$ cat config.mk
export PLATFORM = sky130hd
export DESIGN_NAME = tdm_network_tx
export DESIGN_NICKNAME = d
export VERILOG_FILES = /design/src/tdm_port_pkg.sv /design/src/tdm_network_tx.sv
export SDC_FILE = /design/constraint.sdc
export NUM_CORES = 1
export LEC_CHECK = 0
export BUFFER_PORTS_ARGS = -buffer_cell sky130_fd_sc_hd__buf_2
export CORE_MARGIN = 2
export CORE_UTILIZATION = 35
export CTS_BUF_LIST = sky130_fd_sc_hd__clkbuf_4 sky130_fd_sc_hd__clkbuf_8
export CTS_CLUSTER_SIZE = 40
export DETAILED_ROUTE_END_ITERATION = 8
export GPL_TIMING_DRIVEN = 0
export HOLD_SLACK_MARGIN = 0.15
export PLACE_DENSITY_LB_ADDON = 0.2
export SETUP_SLACK_MARGIN = 0.05
export SYNTH_ARGS = -nofsm -noshare
export SYNTH_HDL_FRONTEND = slang
export SYNTH_SLANG_ARGS = --single-unit
$ cat constraint.sdc
create_clock -name CLOCK -period 3.55 [get_ports CLOCK]
set_clock_uncertainty 0.1 [all_clocks]
set_input_delay 0.8875 -clock CLOCK [delete_from_list [all_inputs] [get_ports CLOCK]]
set_output_delay 0.8875 -clock CLOCK [all_outputs]
set_load 0.01 [all_outputs]
$ cat src/tdm_port_pkg.sv
package tdm_port_pkg;
   localparam int          ADDR_W        = 6;
   localparam int          DATA_W        = 16;
   // Register offsets (byte addresses)
   localparam logic [5:0]  CTRL_OFS      = 6'h00;
   localparam logic [5:0]  CONFIG_OFS    = 6'h04;
   localparam logic [5:0]  STATUS_OFS    = 6'h08;
   localparam logic [5:0]  MASK_OFS      = 6'h0C;
   localparam logic [5:0]  TXDATA_OFS    = 6'h10;
   localparam logic [5:0]  SKIP_OFS      = 6'h14;
   localparam logic [5:0]  RXDATA_OFS    = 6'h18;
   localparam logic [5:0]  SLOT_OFS      = 6'h1C;
   // Control register two fields
   localparam int          PORT_EN_BIT   = 0;
   localparam int          TX_EN_BIT     = 1;
   localparam int          RX_EN_BIT     = 2;
   localparam int          INT_CLK_BIT   = 3;
   localparam logic [31:0] CTRL_RST      = 32'h0000_0000;
   localparam logic [31:0] CTRL_MASK     = 32'h0000_000F;
   // Transmit config register fields
   localparam int          SLOT_LSB      = 0;
   localparam int          WL_LSB        = 5;
   localparam int          PM_LSB        = 8;
   localparam int          PSR_BIT       = 16;
   localparam int          FS_INV_BIT    = 17;
   localparam int          FS_LEN_BIT    = 18;
   localparam logic [31:0] CONFIG_RST    = 32'h0000_0001;
   localparam logic [31:0] CONFIG_MASK   = 32'h0007_FF7F;
   // Status bits, mask uses the same layout
   localparam int          STATUS_W      = 4;
   localparam int          ST_TDE        = 0;
   localparam int          ST_UNDERRUN   = 1;
   localparam int          ST_FRAME      = 2;
   localparam int          ST_RXRDY      = 3;
   localparam logic [3:0]  STATUS_RST    = 4'h0;
   localparam logic [3:0]  READ_CLEAR    = 4'hE;
   // Bit clock divider
   localparam int          PSR_SHIFT     = 3;
   localparam logic [11:0] DIV_ONE       = 12'h001;
   // Word lengths
   localparam logic [4:0]  WL_BITS_8     = 5'h08;
   localparam logic [4:0]  WL_BITS_10    = 5'h0A;
   localparam logic [4:0]  WL_BITS_12    = 5'h0C;
   localparam logic [4:0]  WL_BITS_16    = 5'h10;
   localparam logic [1:0]  RESP_OKAY     = 2'h0;
   localparam logic [1:0]  RESP_SLVERR   = 2'h2;

   typedef enum logic [1:0] {
      TX_OFF = 2'b01,
      TX_RUN = 2'b10
   } tx_state_t;

   function automatic logic [4:0] word_bits(input logic [1:0] sel);
      logic [4:0] n;
      n = WL_BITS_8;
      unique case (sel)
         2'h0: n = WL_BITS_8;
         2'h1: n = WL_BITS_10;
         2'h2: n = WL_BITS_12;
         2'h3: n = WL_BITS_16;
      endcase
      return n;
   endfunction
endpackage
$ cat src/tdm_network_tx.sv
// Chosen here: the placing of the registers and register access over AXI4-Lite.
`timescale 1ns/1ns
`default_nettype none
module tdm_network_tx (
   input  wire logic        CLOCK,
   input  wire logic        RESET,
   input  wire logic [5:0]  AWADDR,
   input  wire logic        AWVALID,
   output logic             AWREADY,
   input  wire logic [31:0] WDATA,
   input  wire logic [3:0]  WSTRB,
   input  wire logic        WVALID,
   output logic             WREADY,
   output logic [1:0]       BRESP,
   output logic             BVALID,
   input  wire logic        BREADY,
   input  wire logic [5:0]  ARADDR,
   input  wire logic        ARVALID,
   output logic             ARREADY,
   output logic [31:0]      RDATA,
   output logic [1:0]       RRESP,
   output logic             RVALID,
   input  wire logic        RREADY,
   input  wire logic        TRANSMIT_BIT_CLOCK_PIN_I,
   output logic             TRANSMIT_BIT_CLOCK_PIN_O,
   output logic             TRANSMIT_BIT_CLOCK_PIN_OE,
   input  wire logic        TRANSMIT_FRAME_SYNC_PIN_I,
   output logic             TRANSMIT_FRAME_SYNC_PIN_O,
   output logic             TRANSMIT_FRAME_SYNC_PIN_OE,
   output logic             SERIAL_TX_LINE_O,
   output logic             SERIAL_TX_LINE_OE,
   input  wire logic        SERIAL_RX_LINE_I,
   output logic             IRQ
);
   logic [31:0]                  control_reg_two;
   logic [31:0]                  transmit_config_reg;
   logic [3:0]                   status;
   logic [3:0]                   mask;
   logic [15:0]                  transmit_data_reg;
   logic [15:0]                  receive_data_reg;
   logic [15:0]                  transmit_shift_reg;
   logic [15:0]                  receive_shift_reg;
   logic                         aw_held;
   logic                         w_held;
   logic [5:0]                   aw_addr;
   logic [31:0]                  w_data;
   logic [3:0]                   w_strb;
   logic [31:0]                  w_bits;
   logic                         do_write;
   logic                         do_read;
   logic                         wr_data;
   logic                         wr_skip;
   logic                         rd_status;
   logic                         rd_rxdata;
   logic                         wrote_data;
   logic                         wrote_skip;
   logic [11:0]                  div_cnt;
   logic [11:0]                  half_period;
   logic                         bclk_int;
   logic                         bclk_prev;
   logic                         fs_prev;
   logic                         fs_level;
   logic                         bit_rise;
   logic                         bit_fall;
   logic [4:0]                   bit_cnt;
   logic [4:0]                   slot;
   logic [4:0]                   next_slot;
   logic                         last_bit;
   logic                         frame_start;
   logic                         word_edge;
   logic                         tx_load;
   logic                         slot_active;
   logic                         tx_bit;
   logic                         rx_run;
   logic [15:0]                  aligned;
   logic [15:0]                  word_mask;
   logic [15:0]                  rx_word;
   logic [3:0]                   set_bits;
   logic [3:0]                   clr_bits;
   tdm_port_pkg::tx_state_t      tx_state;

   logic       port_en;
   logic       tx_en;
   logic       rx_en;
   logic       int_clk;
   logic [4:0] slot_count_select;
   logic [1:0] word_length_select;
   logic [7:0] prescaler_modulus;
   logic       prescaler_range_bit;
   logic       frame_sync_invert;
   logic       frame_sync_length;
   logic [4:0] wl;

   assign port_en             = control_reg_two[tdm_port_pkg::PORT_EN_BIT];
   assign tx_en               = control_reg_two[tdm_port_pkg::TX_EN_BIT];
   assign rx_en               = control_reg_two[tdm_port_pkg::RX_EN_BIT];
   assign int_clk             = control_reg_two[tdm_port_pkg::INT_CLK_BIT];
   assign slot_count_select   = transmit_config_reg[tdm_port_pkg::SLOT_LSB +: 5];
   assign word_length_select  = transmit_config_reg[tdm_port_pkg::WL_LSB +: 2];
   assign prescaler_modulus   = transmit_config_reg[tdm_port_pkg::PM_LSB +: 8];
   assign prescaler_range_bit = transmit_config_reg[tdm_port_pkg::PSR_BIT];
   assign frame_sync_invert   = transmit_config_reg[tdm_port_pkg::FS_INV_BIT];
   assign frame_sync_length   = transmit_config_reg[tdm_port_pkg::FS_LEN_BIT];
   assign wl                  = tdm_port_pkg::word_bits(word_length_select);

   // AXI4-Lite slave: one write and one read in flight
   assign AWREADY   = !aw_held && !BVALID;
   assign WREADY    = !w_held && !BVALID;
   assign ARREADY   = !RVALID;
   assign do_write  = aw_held && w_held;
   assign do_read   = ARVALID && ARREADY;
   assign wr_data   = do_write && aw_addr == tdm_port_pkg::TXDATA_OFS && |w_strb;
   assign wr_skip   = do_write && aw_addr == tdm_port_pkg::SKIP_OFS && |w_strb;
   assign rd_status = do_read && ARADDR == tdm_port_pkg::STATUS_OFS;
   assign rd_rxdata = do_read && ARADDR == tdm_port_pkg::RXDATA_OFS;

   always_comb begin
      for (int i = 0; i < 4; i++) begin
         w_bits[i*8 +: 8] = w_strb[i] ? w_data[i*8 +: 8] : 8'h00;
      end
   end

   always_ff @(posedge CLOCK) begin
      if (RESET) begin
         aw_held <= 1'b0;
         w_held  <= 1'b0;
         aw_addr <= 6'h00;
         w_data  <= 32'h0000_0000;
         w_strb  <= 4'h0;
         BVALID  <= 1'b0;
         BRESP   <= tdm_port_pkg::RESP_OKAY;
      end else begin
         if (AWVALID && AWREADY) begin
            aw_held <= 1'b1;
            aw_addr <= AWADDR;
         end
         if (WVALID && WREADY) begin
            w_held <= 1'b1;
            w_data <= WDATA;
            w_strb <= WSTRB;
         end
         if (do_write) begin
            aw_held <= 1'b0;
            w_held  <= 1'b0;
            BVALID  <= 1'b1;
            unique case (aw_addr)
               tdm_port_pkg::CTRL_OFS, tdm_port_pkg::CONFIG_OFS, tdm_port_pkg::MASK_OFS,
               tdm_port_pkg::TXDATA_OFS, tdm_port_pkg::SKIP_OFS:
                  BRESP <= tdm_port_pkg::RESP_OKAY;
               default:
                  BRESP <= tdm_port_pkg::RESP_SLVERR;
            endcase
         end else if (BVALID && BREADY) begin
            BVALID <= 1'b0;
         end
      end
   end

   // Byte-lane merge keeps untouched fields of a partial write to control and config; unstrobed transmit data lanes load zero
   always_ff @(posedge CLOCK) begin
      if (RESET) begin
         control_reg_two     <= tdm_port_pkg::CTRL_RST;
         transmit_config_reg <= tdm_port_pkg::CONFIG_RST;
         mask                <= tdm_port_pkg::STATUS_RST;
         transmit_data_reg   <= 16'h0000;
      end else if (do_write) begin
         for (int i = 0; i < 4; i++) begin
            if (w_strb[i] && aw_addr == tdm_port_pkg::CTRL_OFS) begin
               control_reg_two[i*8 +: 8] <= w_bits[i*8 +: 8] & tdm_port_pkg::CTRL_MASK[i*8 +: 8];
            end
            if (w_strb[i] && aw_addr == tdm_port_pkg::CONFIG_OFS) begin
               transmit_config_reg[i*8 +: 8] <=
                  w_bits[i*8 +: 8] & tdm_port_pkg::CONFIG_MASK[i*8 +: 8];
            end
         end
         if (aw_addr == tdm_port_pkg::MASK_OFS && w_strb[0]) begin
            mask <= w_data[tdm_port_pkg::STATUS_W-1:0];
         end
         if (wr_data) begin
            transmit_data_reg <= w_bits[15:0];
         end
      end
   end

   always_ff @(posedge CLOCK) begin
      if (RESET) begin
         RVALID <= 1'b0;
         RDATA  <= 32'h0000_0000;
         RRESP  <= tdm_port_pkg::RESP_OKAY;
      end else if (do_read) begin
         RVALID <= 1'b1;
         RRESP  <= tdm_port_pkg::RESP_OKAY;
         unique case (ARADDR)
            tdm_port_pkg::CTRL_OFS:   RDATA <= control_reg_two;
            tdm_port_pkg::CONFIG_OFS: RDATA <= transmit_config_reg;
            tdm_port_pkg::STATUS_OFS: RDATA <= {28'h000_0000, status};
            tdm_port_pkg::MASK_OFS:   RDATA <= {28'h000_0000, mask};
            tdm_port_pkg::TXDATA_OFS: RDATA <= {16'h0000, transmit_data_reg};
            tdm_port_pkg::SKIP_OFS:   RDATA <= 32'h0000_0000;
            tdm_port_pkg::RXDATA_OFS: RDATA <= {16'h0000, receive_data_reg};
            tdm_port_pkg::SLOT_OFS:   RDATA <= {20'h0_0000, slot_active, tx_state[1],
                                                 slot, bit_cnt};
            default: begin
               RDATA <= 32'h0000_0000;
               RRESP <= tdm_port_pkg::RESP_SLVERR;
            end
         endcase
      end else if (RVALID && RREADY) begin
         RVALID <= 1'b0;
      end
   end

   // Internal bit clock is free running; there is no gated mode here
   assign half_period = ({4'h0, prescaler_modulus} + tdm_port_pkg::DIV_ONE)
                        << (prescaler_range_bit ? tdm_port_pkg::PSR_SHIFT : 0);

   always_ff @(posedge CLOCK) begin
      if (RESET) begin
         div_cnt   <= 12'h000;
         bclk_int  <= 1'b0;
         bclk_prev <= 1'b0;
      end else begin
         bclk_prev <= TRANSMIT_BIT_CLOCK_PIN_I;
         if (!(int_clk && port_en)) begin
            div_cnt  <= 12'h000;
            bclk_int <= 1'b0;
         end else if (div_cnt == 12'h000) begin
            div_cnt  <= half_period - tdm_port_pkg::DIV_ONE;
            bclk_int <= !bclk_int;
         end else begin
            div_cnt <= div_cnt - tdm_port_pkg::DIV_ONE;
         end
      end
   end

   always_comb begin
      if (int_clk) begin
         bit_rise = port_en && div_cnt == 12'h000 && !bclk_int;
         bit_fall = port_en && div_cnt == 12'h000 && bclk_int;
      end else begin
         bit_rise = port_en && TRANSMIT_BIT_CLOCK_PIN_I && !bclk_prev;
         bit_fall = port_en && !TRANSMIT_BIT_CLOCK_PIN_I && bclk_prev;
      end
   end

   // Slot and bit counting against the slot count; an external frame sync also restarts it
   assign fs_level    = TRANSMIT_FRAME_SYNC_PIN_I ^ frame_sync_invert;
   assign last_bit    = bit_cnt == wl - 5'h01;
   assign frame_start = int_clk ? (bit_rise && last_bit && slot == slot_count_select)
                                : (bit_rise && fs_level && !fs_prev);
   assign word_edge   = bit_rise && (last_bit || frame_start);
   assign next_slot   = (frame_start || slot == slot_count_select) ? 5'h00 : slot + 5'h01;

   always_ff @(posedge CLOCK) begin
      if (RESET) begin
         bit_cnt <= 5'h00;
         slot    <= 5'h00;
         fs_prev <= 1'b0;
         TRANSMIT_FRAME_SYNC_PIN_O <= 1'b0;
      end else if (bit_rise) begin
         fs_prev <= fs_level;
         if (word_edge) begin
            bit_cnt <= 5'h00;
            slot    <= next_slot;
            TRANSMIT_FRAME_SYNC_PIN_O <= (next_slot == 5'h00) ^ frame_sync_invert;
         end else begin
            bit_cnt <= bit_cnt + 5'h01;
            if (frame_sync_length) begin
               TRANSMIT_FRAME_SYNC_PIN_O <= frame_sync_invert;
            end
         end
      end
   end

   assign TRANSMIT_BIT_CLOCK_PIN_O   = bclk_int;
   assign TRANSMIT_BIT_CLOCK_PIN_OE  = int_clk && port_en;
   assign TRANSMIT_FRAME_SYNC_PIN_OE = int_clk && port_en;

   // Transmit sequencing: start on a frame, stop only on a word edge
   assign tx_load = word_edge && port_en && tx_en
                    && (tx_state == tdm_port_pkg::TX_RUN || frame_start);

   always_ff @(posedge CLOCK) begin
      if (RESET) begin
         tx_state <= tdm_port_pkg::TX_OFF;
      end else begin
         unique case (tx_state)
            tdm_port_pkg::TX_OFF: if (tx_load) tx_state <= tdm_port_pkg::TX_RUN;
            tdm_port_pkg::TX_RUN: if (word_edge && !tx_load) tx_state <= tdm_port_pkg::TX_OFF;
         endcase
      end
   end

   // Writes before a word edge count toward the next slot; a write in the edge cycle carries over
   always_ff @(posedge CLOCK) begin
      if (RESET) begin
         wrote_data <= 1'b0;
         wrote_skip <= 1'b0;
      end else begin
         wrote_data <= wr_data || (wrote_data && !tx_load);
         wrote_skip <= wr_skip || (wrote_skip && !tx_load);
      end
   end

   assign aligned = transmit_data_reg << (5'h10 - wl);

   always_ff @(posedge CLOCK) begin
      if (RESET) begin
         transmit_shift_reg <= 16'h0000;
         tx_bit             <= 1'b0;
         slot_active        <= 1'b0;
      end else if (tx_load) begin
         slot_active <= !wrote_skip;
         if (!wrote_skip) begin
            tx_bit             <= aligned[15];
            transmit_shift_reg <= aligned << 1;
         end
      end else if (bit_rise) begin
         if (word_edge) begin
            slot_active <= 1'b0;
         end
         tx_bit             <= transmit_shift_reg[15];
         transmit_shift_reg <= transmit_shift_reg << 1;
      end
   end

   assign SERIAL_TX_LINE_O  = tx_bit;
   assign SERIAL_TX_LINE_OE = tx_state == tdm_port_pkg::TX_RUN && slot_active;

   // Receiver shifts on falling edges and lands every slot's word
   assign word_mask = 16'hFFFF >> (5'h10 - wl);
   assign rx_word   = {receive_shift_reg[14:0], SERIAL_RX_LINE_I} & word_mask;

   always_ff @(posedge CLOCK) begin
      if (RESET) begin
         rx_run            <= 1'b0;
         receive_shift_reg <= 16'h0000;
         receive_data_reg  <= 16'h0000;
      end else begin
         if (frame_start) begin
            rx_run <= port_en && rx_en;
         end else if (!(port_en && rx_en)) begin
            rx_run <= 1'b0;
         end
         if (bit_fall && rx_run) begin
            receive_shift_reg <= rx_word;
            if (last_bit) begin
               receive_data_reg <= rx_word;
            end
         end
      end
   end

   // Sticky status: set wins over any clear in the same cycle
   always_comb begin
      set_bits = 4'h0;
      clr_bits = 4'h0;
      set_bits[tdm_port_pkg::ST_TDE]      = tx_load;
      set_bits[tdm_port_pkg::ST_UNDERRUN] = tx_load && !wrote_data && !wrote_skip;
      set_bits[tdm_port_pkg::ST_FRAME]    = frame_start;
      set_bits[tdm_port_pkg::ST_RXRDY]    = bit_fall && rx_run && last_bit;
      clr_bits[tdm_port_pkg::ST_TDE]      = wr_data || wr_skip;
      clr_bits[tdm_port_pkg::ST_RXRDY]    = rd_rxdata;
      if (rd_status) begin
         clr_bits = clr_bits | tdm_port_pkg::READ_CLEAR;
      end
   end

   always_ff @(posedge CLOCK) begin
      if (RESET) begin
         status <= tdm_port_pkg::STATUS_RST;
      end else begin
         status <= set_bits | (status & ~clr_bits);
      end
   end

   assign IRQ = |(status & mask);
endmodule // tdm_network_tx
`default_nettype wire

==> metrics.md, run 1 <==
| Metric | Value |
|---|---|
| Status | `finished clean` |
| Reg area | `0.00358 mm2` |
| Met2 usage | `0.324` |
| Clk buf depth | `2` |
| # setup viols final | `0` |
| Worst-Margin Slew | `1.24 ns` |
| Crit path kind | `reg2reg` |
| Die Span Y | `164 um` |
| Overall power | `3.84 mW` |
| Number of DRC markers in iteration 0 | `705` |
| Wire per inst | `18.4 um` |
| First-pass GRT wire length | `43.9 mm` |
| Register area share after synthesis | `0.399` |
| Drt via density | `5.39` |
| WP data arrival | `3.39 ns` |
| Worst min path class | `reg2reg` |
| Multi-input logic area | `0.00495 mm2` |
| Port Buffers | `76` |
| Antenna violations before repair | `0` |
| RSZ-0062 raised after global routing | `false` |
| Vias in the first global route | `7669` |
| Filler cell count | `2632` |
| Post-CTS setup buffer count | `0` |
| Largest net degree at the start of global routing | `17` |
| Crit end category | `register` |
| Pleak | `3.75 nW` |
| TritonCTS Buffers | `17` |
| Syn Inst Count | `1088` |
| ANT nets after route | `0` |
| Starting density of the core | `0.357` |
| Worst-path clk slew | `0.10 ns` |
| #FFs+latches synth | `179` |
| Ratio of cells with drive above 1 in the final layout | `0.163` |
| Row count | `58` |
| GRT Overall Usage | `0.215` |
| Pre-CTS WS | `0.294 ns` |
| GRT busiest layer | `met2` |
| Fin nets | `1264` |
| Startpoint types | `register` |
| Die width | `164 um` |
| PwrDens | `375 mW/mm2` |
| Core Box Area | `0.0252 mm2` |
| Max Fclk | `323 MHz` |
| Crit-path max FO | `10` |
| Ports | `106` |
| EDFF count, synth | `0` |
| Cell area after synthesis | `0.00899 mm2` |
| Clock sinks | `179` |
| Slew headroom | `0.167` |
| CTS root buf | `clkbuf_8` |
| Diodes inserted | `0` |
| Die area | `0.0270 mm2` |
| Commonest non-fill, non-tap cell in the layout | `dfxtp_1` |
| Area Overhead vs Synth | `14.0%` |
| H-tree levels | `4` |
| Slew Limit Fails | `0` |
| Max Cap Violations | `0` |
| Clock period minus final worst setup slack | `3.10 ns` |
| Setup TNS | `0 ns` |
| Worst-skew pair later-pin latency | `0.48 ns` |
| DR DRC count | `0` |
| # hold bufs at CTS | `0` |
| Grt met3 use | `0.0394` |
| Dpl hpwl | `21.8 mm` |
| Via Count | `8298` |
| Pre-Repair DR Iteration Count | `5` |
| Worst EP required | `3.84 ns` |
| Routed WL | `28.3 mm` |
| Final WS setup | `0.450 ns` |
| Crit share post-route | `0.873` |
| Synth unique cells | `82` |
| Commonest cells after routing, fill and taps aside | `179 x dfxtp_1, 176 x nand2_1, 129 x a21oi_1, 91 x buf_2, 87 x nor2_1` |
| Ys flop type | `dfxtp_1` |
| Total grt overflow | `0` |
| M1 GR Usage | `0.310` |
| Async S/R FF share, synth | `0` |
| Peak VDD IR | `0.228 mV` |
| Final Hold Vio Count | `0` |
| CTS tree | `built` |
| YS warnings | `0` |
| CTS resizes | `0` |
| Final Wtd Congestion | `0.885` |
| Syn_area_per_cell | `8.26 um2` |
-- critical path, stage by stage (launching register included) --
cell	delay, ns
dfxtp_1	0.51
ha_1	0.37
xnor2_2	0.21
xnor2_2	0.34
nor4_4	0.11
o2111ai_1	0.39
clkbuf_1	0.56
nand2_1	0.15
a311oi_2	0.28
-- Yosys cell counts (5+ instances only) --
cell type / instances / share of area
a211oi_1: 7 / 0.0058
a21oi_1: 129 / 0.072
a22oi_1: 26 / 0.022
a311oi_1: 6 / 0.0058
a311oi_2: 11 / 0.018
a31oi_1: 7 / 0.0049
and2_1: 16 / 0.011
and3_1: 11 / 0.0077
buf_2: 15 / 0.0084
buf_4: 20 / 0.017
clkbuf_1: 57 / 0.024
dfxtp_1: 179 / 0.40
ha_1: 9 / 0.013
inv_1: 12 / 0.0050
mux2_2: 13 / 0.016
mux2i_1: 49 / 0.055
nand2_1: 176 / 0.073
nand2b_1: 10 / 0.0070
nand3_1: 62 / 0.035
nand4_1: 7 / 0.0049
nor2_1: 87 / 0.036
nor2b_1: 9 / 0.0063
nor3_1: 24 / 0.013
o21ai_0: 24 / 0.013
or3_1: 5 / 0.0035
xnor2_1: 10 / 0.0097
xor2_1: 10 / 0.0097
-- stage by stage --
stage	cells	hold slack (ns)	util	area [um2]
6_report	1539	0.354	0.407	10200
5_1_grt	1539	0.369	0.407	10200
4_1_cts	1539	0.356	0.407	10200
3_5_place_dp	1508	0.343	0.391	9830
3_3_place_gp	1508	0.337	0.391	9830
2_1_floorplan	1102	0.327	-	9040
-- cells by family after synthesis --
| kind of cell | count (synthesis) | synth area share |
|---|---|---|
| other | 1 | 0.000417 |
| xor gates and xnor gates | 22 | 0.0231 |
| and+or+nand+nor | 442 | 0.236 |
| adders and majority gates | 9 | 0.0125 |
| muxes | 65 | 0.0784 |
| buffers and inverters | 107 | 0.0560 |
| DFF | 179 | 0.399 |
| AOI/OAI and AO/OA | 263 | 0.195 |
-- power breakdown --
group	switching, mW	total (mW)	internal, mW
clock network	0.806	1.54	0.734
registers	0.0313	2.07	2.04
logic	0.154	0.235	0.0810
total	0.992	3.84	2.85
-- layer usage --
layer	part of all wire	vias up
met5	0	-
met4	0.022	0
met3	0.061	40
met2	0.44	269
met1	0.48	3912
li1	-	4077
-- area by class of cell --
type	instances	area share
tap	330	0.0403
clock inverter	11	0.0148
multi-input combinational	816	0.483
sequential	179	0.350
clock buffer	20	0.0256
buffer	95	0.0447
inverter	12	0.00440
timing repair buffer	76	0.0371
-- path summary, 6_finish.rpt --
| path | startpoint | end | slack [ns] | cells past startpoint |
|---|---|---|---|---|
| worst max-delay path | transmit_config_reg[5]$_SDFFE_PP0P_ | transmit_shift_reg[12]$_SDFFE_PP0P_ | 0.45 | 8 |
| worst min-delay path | receive_shift_reg[8]$_SDFFE_PP0P_ | receive_shift_reg[8]$_SDFFE_PP0P_ | 0.35 | 2 |
| worst max register to register | transmit_config_reg[5]$_SDFFE_PP0P_ | transmit_shift_reg[12]$_SDFFE_PP0P_ | 0.45 | 8 |
| worst min register to register | receive_shift_reg[8]$_SDFFE_PP0P_ | receive_shift_reg[8]$_SDFFE_PP0P_ | 0.35 | 2 |
Note: power is estimated with default switching activity, not from simulation.
==> run 2, diff against run 1 <==
--- a/config.mk
+++ b/config.mk
@@ -6,6 +6,8 @@
 export NUM_CORES = 1
 export LEC_CHECK = 0
 export BUFFER_PORTS_ARGS = -buffer_cell sky130_fd_sc_hd__buf_2
+export CELL_PAD_IN_SITES_DETAIL_PLACEMENT = 1
+export CELL_PAD_IN_SITES_GLOBAL_PLACEMENT = 2
 export CORE_MARGIN = 2
 export CORE_UTILIZATION = 35
 export CTS_BUF_LIST = sky130_fd_sc_hd__clkbuf_4 sky130_fd_sc_hd__clkbuf_8
==> metrics.md, run 2 (synthesis gave the netlist of run 1 again) <==
| Metric | Value |
|---|---|
| H-tree levels | `4` |
| Crit end category | `register` |
| Clock period minus final worst setup slack | `3.20 ns` |
| Power share of the clock group | `0.395` |
| Crit share post-route | `0.902` |
| WHS Endpoint | `receive_shift_reg[13]$_SDFFE_PP0P_` |
| Die Span Y | `164 um` |
| Final Wtd Congestion | `0.962` |
| Min-delay src | `receive_shift_reg[13]$_SDFFE_PP0P_` |
| Hold WS | `0.356 ns` |
| Crit-path max FO | `10` |
| ANT nets after route | `0` |
| RR Startpoint | `transmit_config_reg[6]$_SDFFE_PP0P_` |
| Die area | `0.0270 mm2` |
| Worst min path class | `reg2reg` |
| Dpl hpwl | `24.3 mm` |
| Most numerous cell on the critical path | `xnor2_2` |
| Via Count | `8328` |
| Power share of the combinational group | `0.063` |
| Ratio of cells with drive above 1 in the final layout | `0.164` |
| Hold Crit Depth | `2` |
| Ports | `106` |
| R2r worst-path depth | `8` |
| Placed Cells | `1508` |
| Antenna violations before repair | `0` |
| Area Overhead vs Synth | `14.0%` |
| Finished Layout Cells | `1540` |
| # hold bufs at CTS | `0` |
| Filler cell count | `3084` |
| Diodes inserted | `0` |
| Crit path kind | `reg2reg` |
| Max Cap Violations | `0` |
| Placed instance area | `0.00983 mm2` |
| Startpoint types | `register` |
| Post-route design area | `0.0102 mm2` |
| Drt via density | `5.41` |
| Slew Limit Fails | `0` |
| Wire per inst | `20.1 um` |
| Worst-Margin Slew | `1.29 ns` |
| Vias in the first global route | `8118` |
| Port Buffers | `76` |
| Commonest non-fill, non-tap cell in the layout | `dfxtp_1` |
| Register-to-register setup slack | `0.35 ns` |
| Fin nets | `1264` |
| Total grt overflow | `0` |
| CTS tree | `built` |
| Switching pwr | `1.03 mW` |
| Largest net degree at the start of global routing | `18` |
| First-pass GRT wire length | `48.3 mm` |
| Commonest cells after routing, fill and taps aside | `179 x dfxtp_1, 176 x nand2_1, 129 x a21oi_1, 91 x buf_2, 87 x nor2_1` |
| WP data arrival | `3.49 ns` |
| Biggest cell delay along the critical path | `0.58 ns` |
| Worst-skew pair later-pin latency | `0.48 ns` |
| Slew headroom | `0.134` |
| Clk buf depth | `2` |
| Crit path max-delay cell type | `dfxtp_1` |
| # setup viols final | `0` |
| TritonCTS Buffers | `17` |
| Starting density of the core | `0.357` |
| Row count | `58` |
| Die width | `164 um` |
| Status | `finished clean` |
| GRT Overall Usage | `0.236` |
| Pre-Repair DR Iteration Count | `4` |
| Number of DRC markers in iteration 0 | `410` |
| Worst EP required | `3.84 ns` |
| Cells along the critical path | `ha_1 -> xnor2_2 -> xnor2_2 -> nor4_4 -> o2111ai_1 -> clkbuf_1 -> nand2_1 -> a311oi_2` |
| RSZ-0062 raised after global routing | `false` |
| DR DRC count | `0` |
| Reg-to-Reg End | `transmit_shift_reg[6]$_SDFFE_PP0P_` |
| CTS root buf | `clkbuf_8` |
| Max Fclk | `312 MHz` |
| Flop pwr share | `0.542` |
| Setup TNS | `0 ns` |
| Peak VDD IR | `0.172 mV` |
| Final Hold Vio Count | `0` |
| Clock sinks | `179` |
| Internal power | `2.78 mW` |
| Worst-path clk slew | `0.11 ns` |
| Pleak | `3.74 nW` |
| PwrDens | `372 mW/mm2` |
| Core Box Area | `0.0252 mm2` |
| Switching share of power | `0.271` |
| Routed WL | `31.0 mm` |
-- run 2: cell count changes in the layout (fill, tap and decap cells not counted), sizes merged --
cell and delta:
clkbuf -2, clkinvlp +2, inv +2, bufinv -1
-- run 2: worst max path at each step --
stage	slack [ns]	to	startpoint
floorplan	0.99	transmit_shift_reg[10]$_SDFFE_PP0P_	TRANSMIT_FRAME_SYNC_PIN_I
global placement	0.05	RDATA[8]$_SDFFE_PP0P_	ARADDR[1]
detailed placement	0.03	RDATA[5]$_SDFFE_PP0P_	ARADDR[1]
CTS	0.23	transmit_shift_reg[14]$_SDFFE_PP0P_	transmit_config_reg[6]$_SDFFE_PP0P_
global route	0.17	transmit_shift_reg[6]$_SDFFE_PP0P_	transmit_config_reg[6]$_SDFFE_PP0P_
finish	0.35	transmit_shift_reg[6]$_SDFFE_PP0P_	transmit_config_reg[6]$_SDFFE_PP0P_
-- run 2: critical path, delay by kind of cell, from the launching register on --
kind	cells	cell delay, ns
fa+ha+maj	1	0.43
flops	1	0.58
simple gates	2	0.24
compound gates	2	0.82
xor+xnor	2	0.52
buf+inv	1	0.42
-- run 2: metal layers --
| layer | vias to the layer above | wire length (um) | GRT usage |
|---|---|---|---|
| met5 | - | 0 | 0 |
| met4 | 0 | 761 | 0.0758 |
| met3 | 38 | 1130 | 0.0263 |
| met2 | 178 | 13700 | 0.364 |
| met1 | 4054 | 15500 | 0.342 |
| li1 | 4058 | - | - |
-- run 2: what timing repair did --
action / in CTS / in global routing
gates resized for setup: 0 / 2
endpoints found under the hold margin: 0 / 0
setup endpoints to repair: 0 / 3
setup buffers: 0 / 0
-- run 2: final cells by class --
class                      count  area (um2)  area share
tap                          330         413      0.0403
multi-input combinational    816        4950       0.483
timing repair buffer          76         380      0.0371
clock buffer                  18         241      0.0236
buffer                        95         459      0.0448
clock inverter                14         173      0.0168
sequential                   179        3580       0.350
inverter                      12        45.0     0.00439
-- run 2: per-stage QoR --
stage | setup slack [ns] | total power, mW | utilization
2_1_floorplan | 0.987 | 2.25 | -
3_3_place_gp | 0.0462 | 2.35 | 0.391
3_5_place_dp | 0.0281 | 2.35 | 0.391
4_1_cts | 0.232 | 3.84 | 0.407
5_1_grt | 0.174 | 3.96 | 0.407
6_report | 0.347 | 3.81 | 0.407
-- run 2: power by group through the flow --
stage,Sequential (mW),Combinational (mW),Clock (mW)
after global routing,2.07,0.267,1.62
after CTS,2.07,0.241,1.54
after floorplan,2.10,0.150,0
after detailed placement,2.11,0.240,0
after global placement,2.11,0.238,0
final,2.07,0.239,1.51
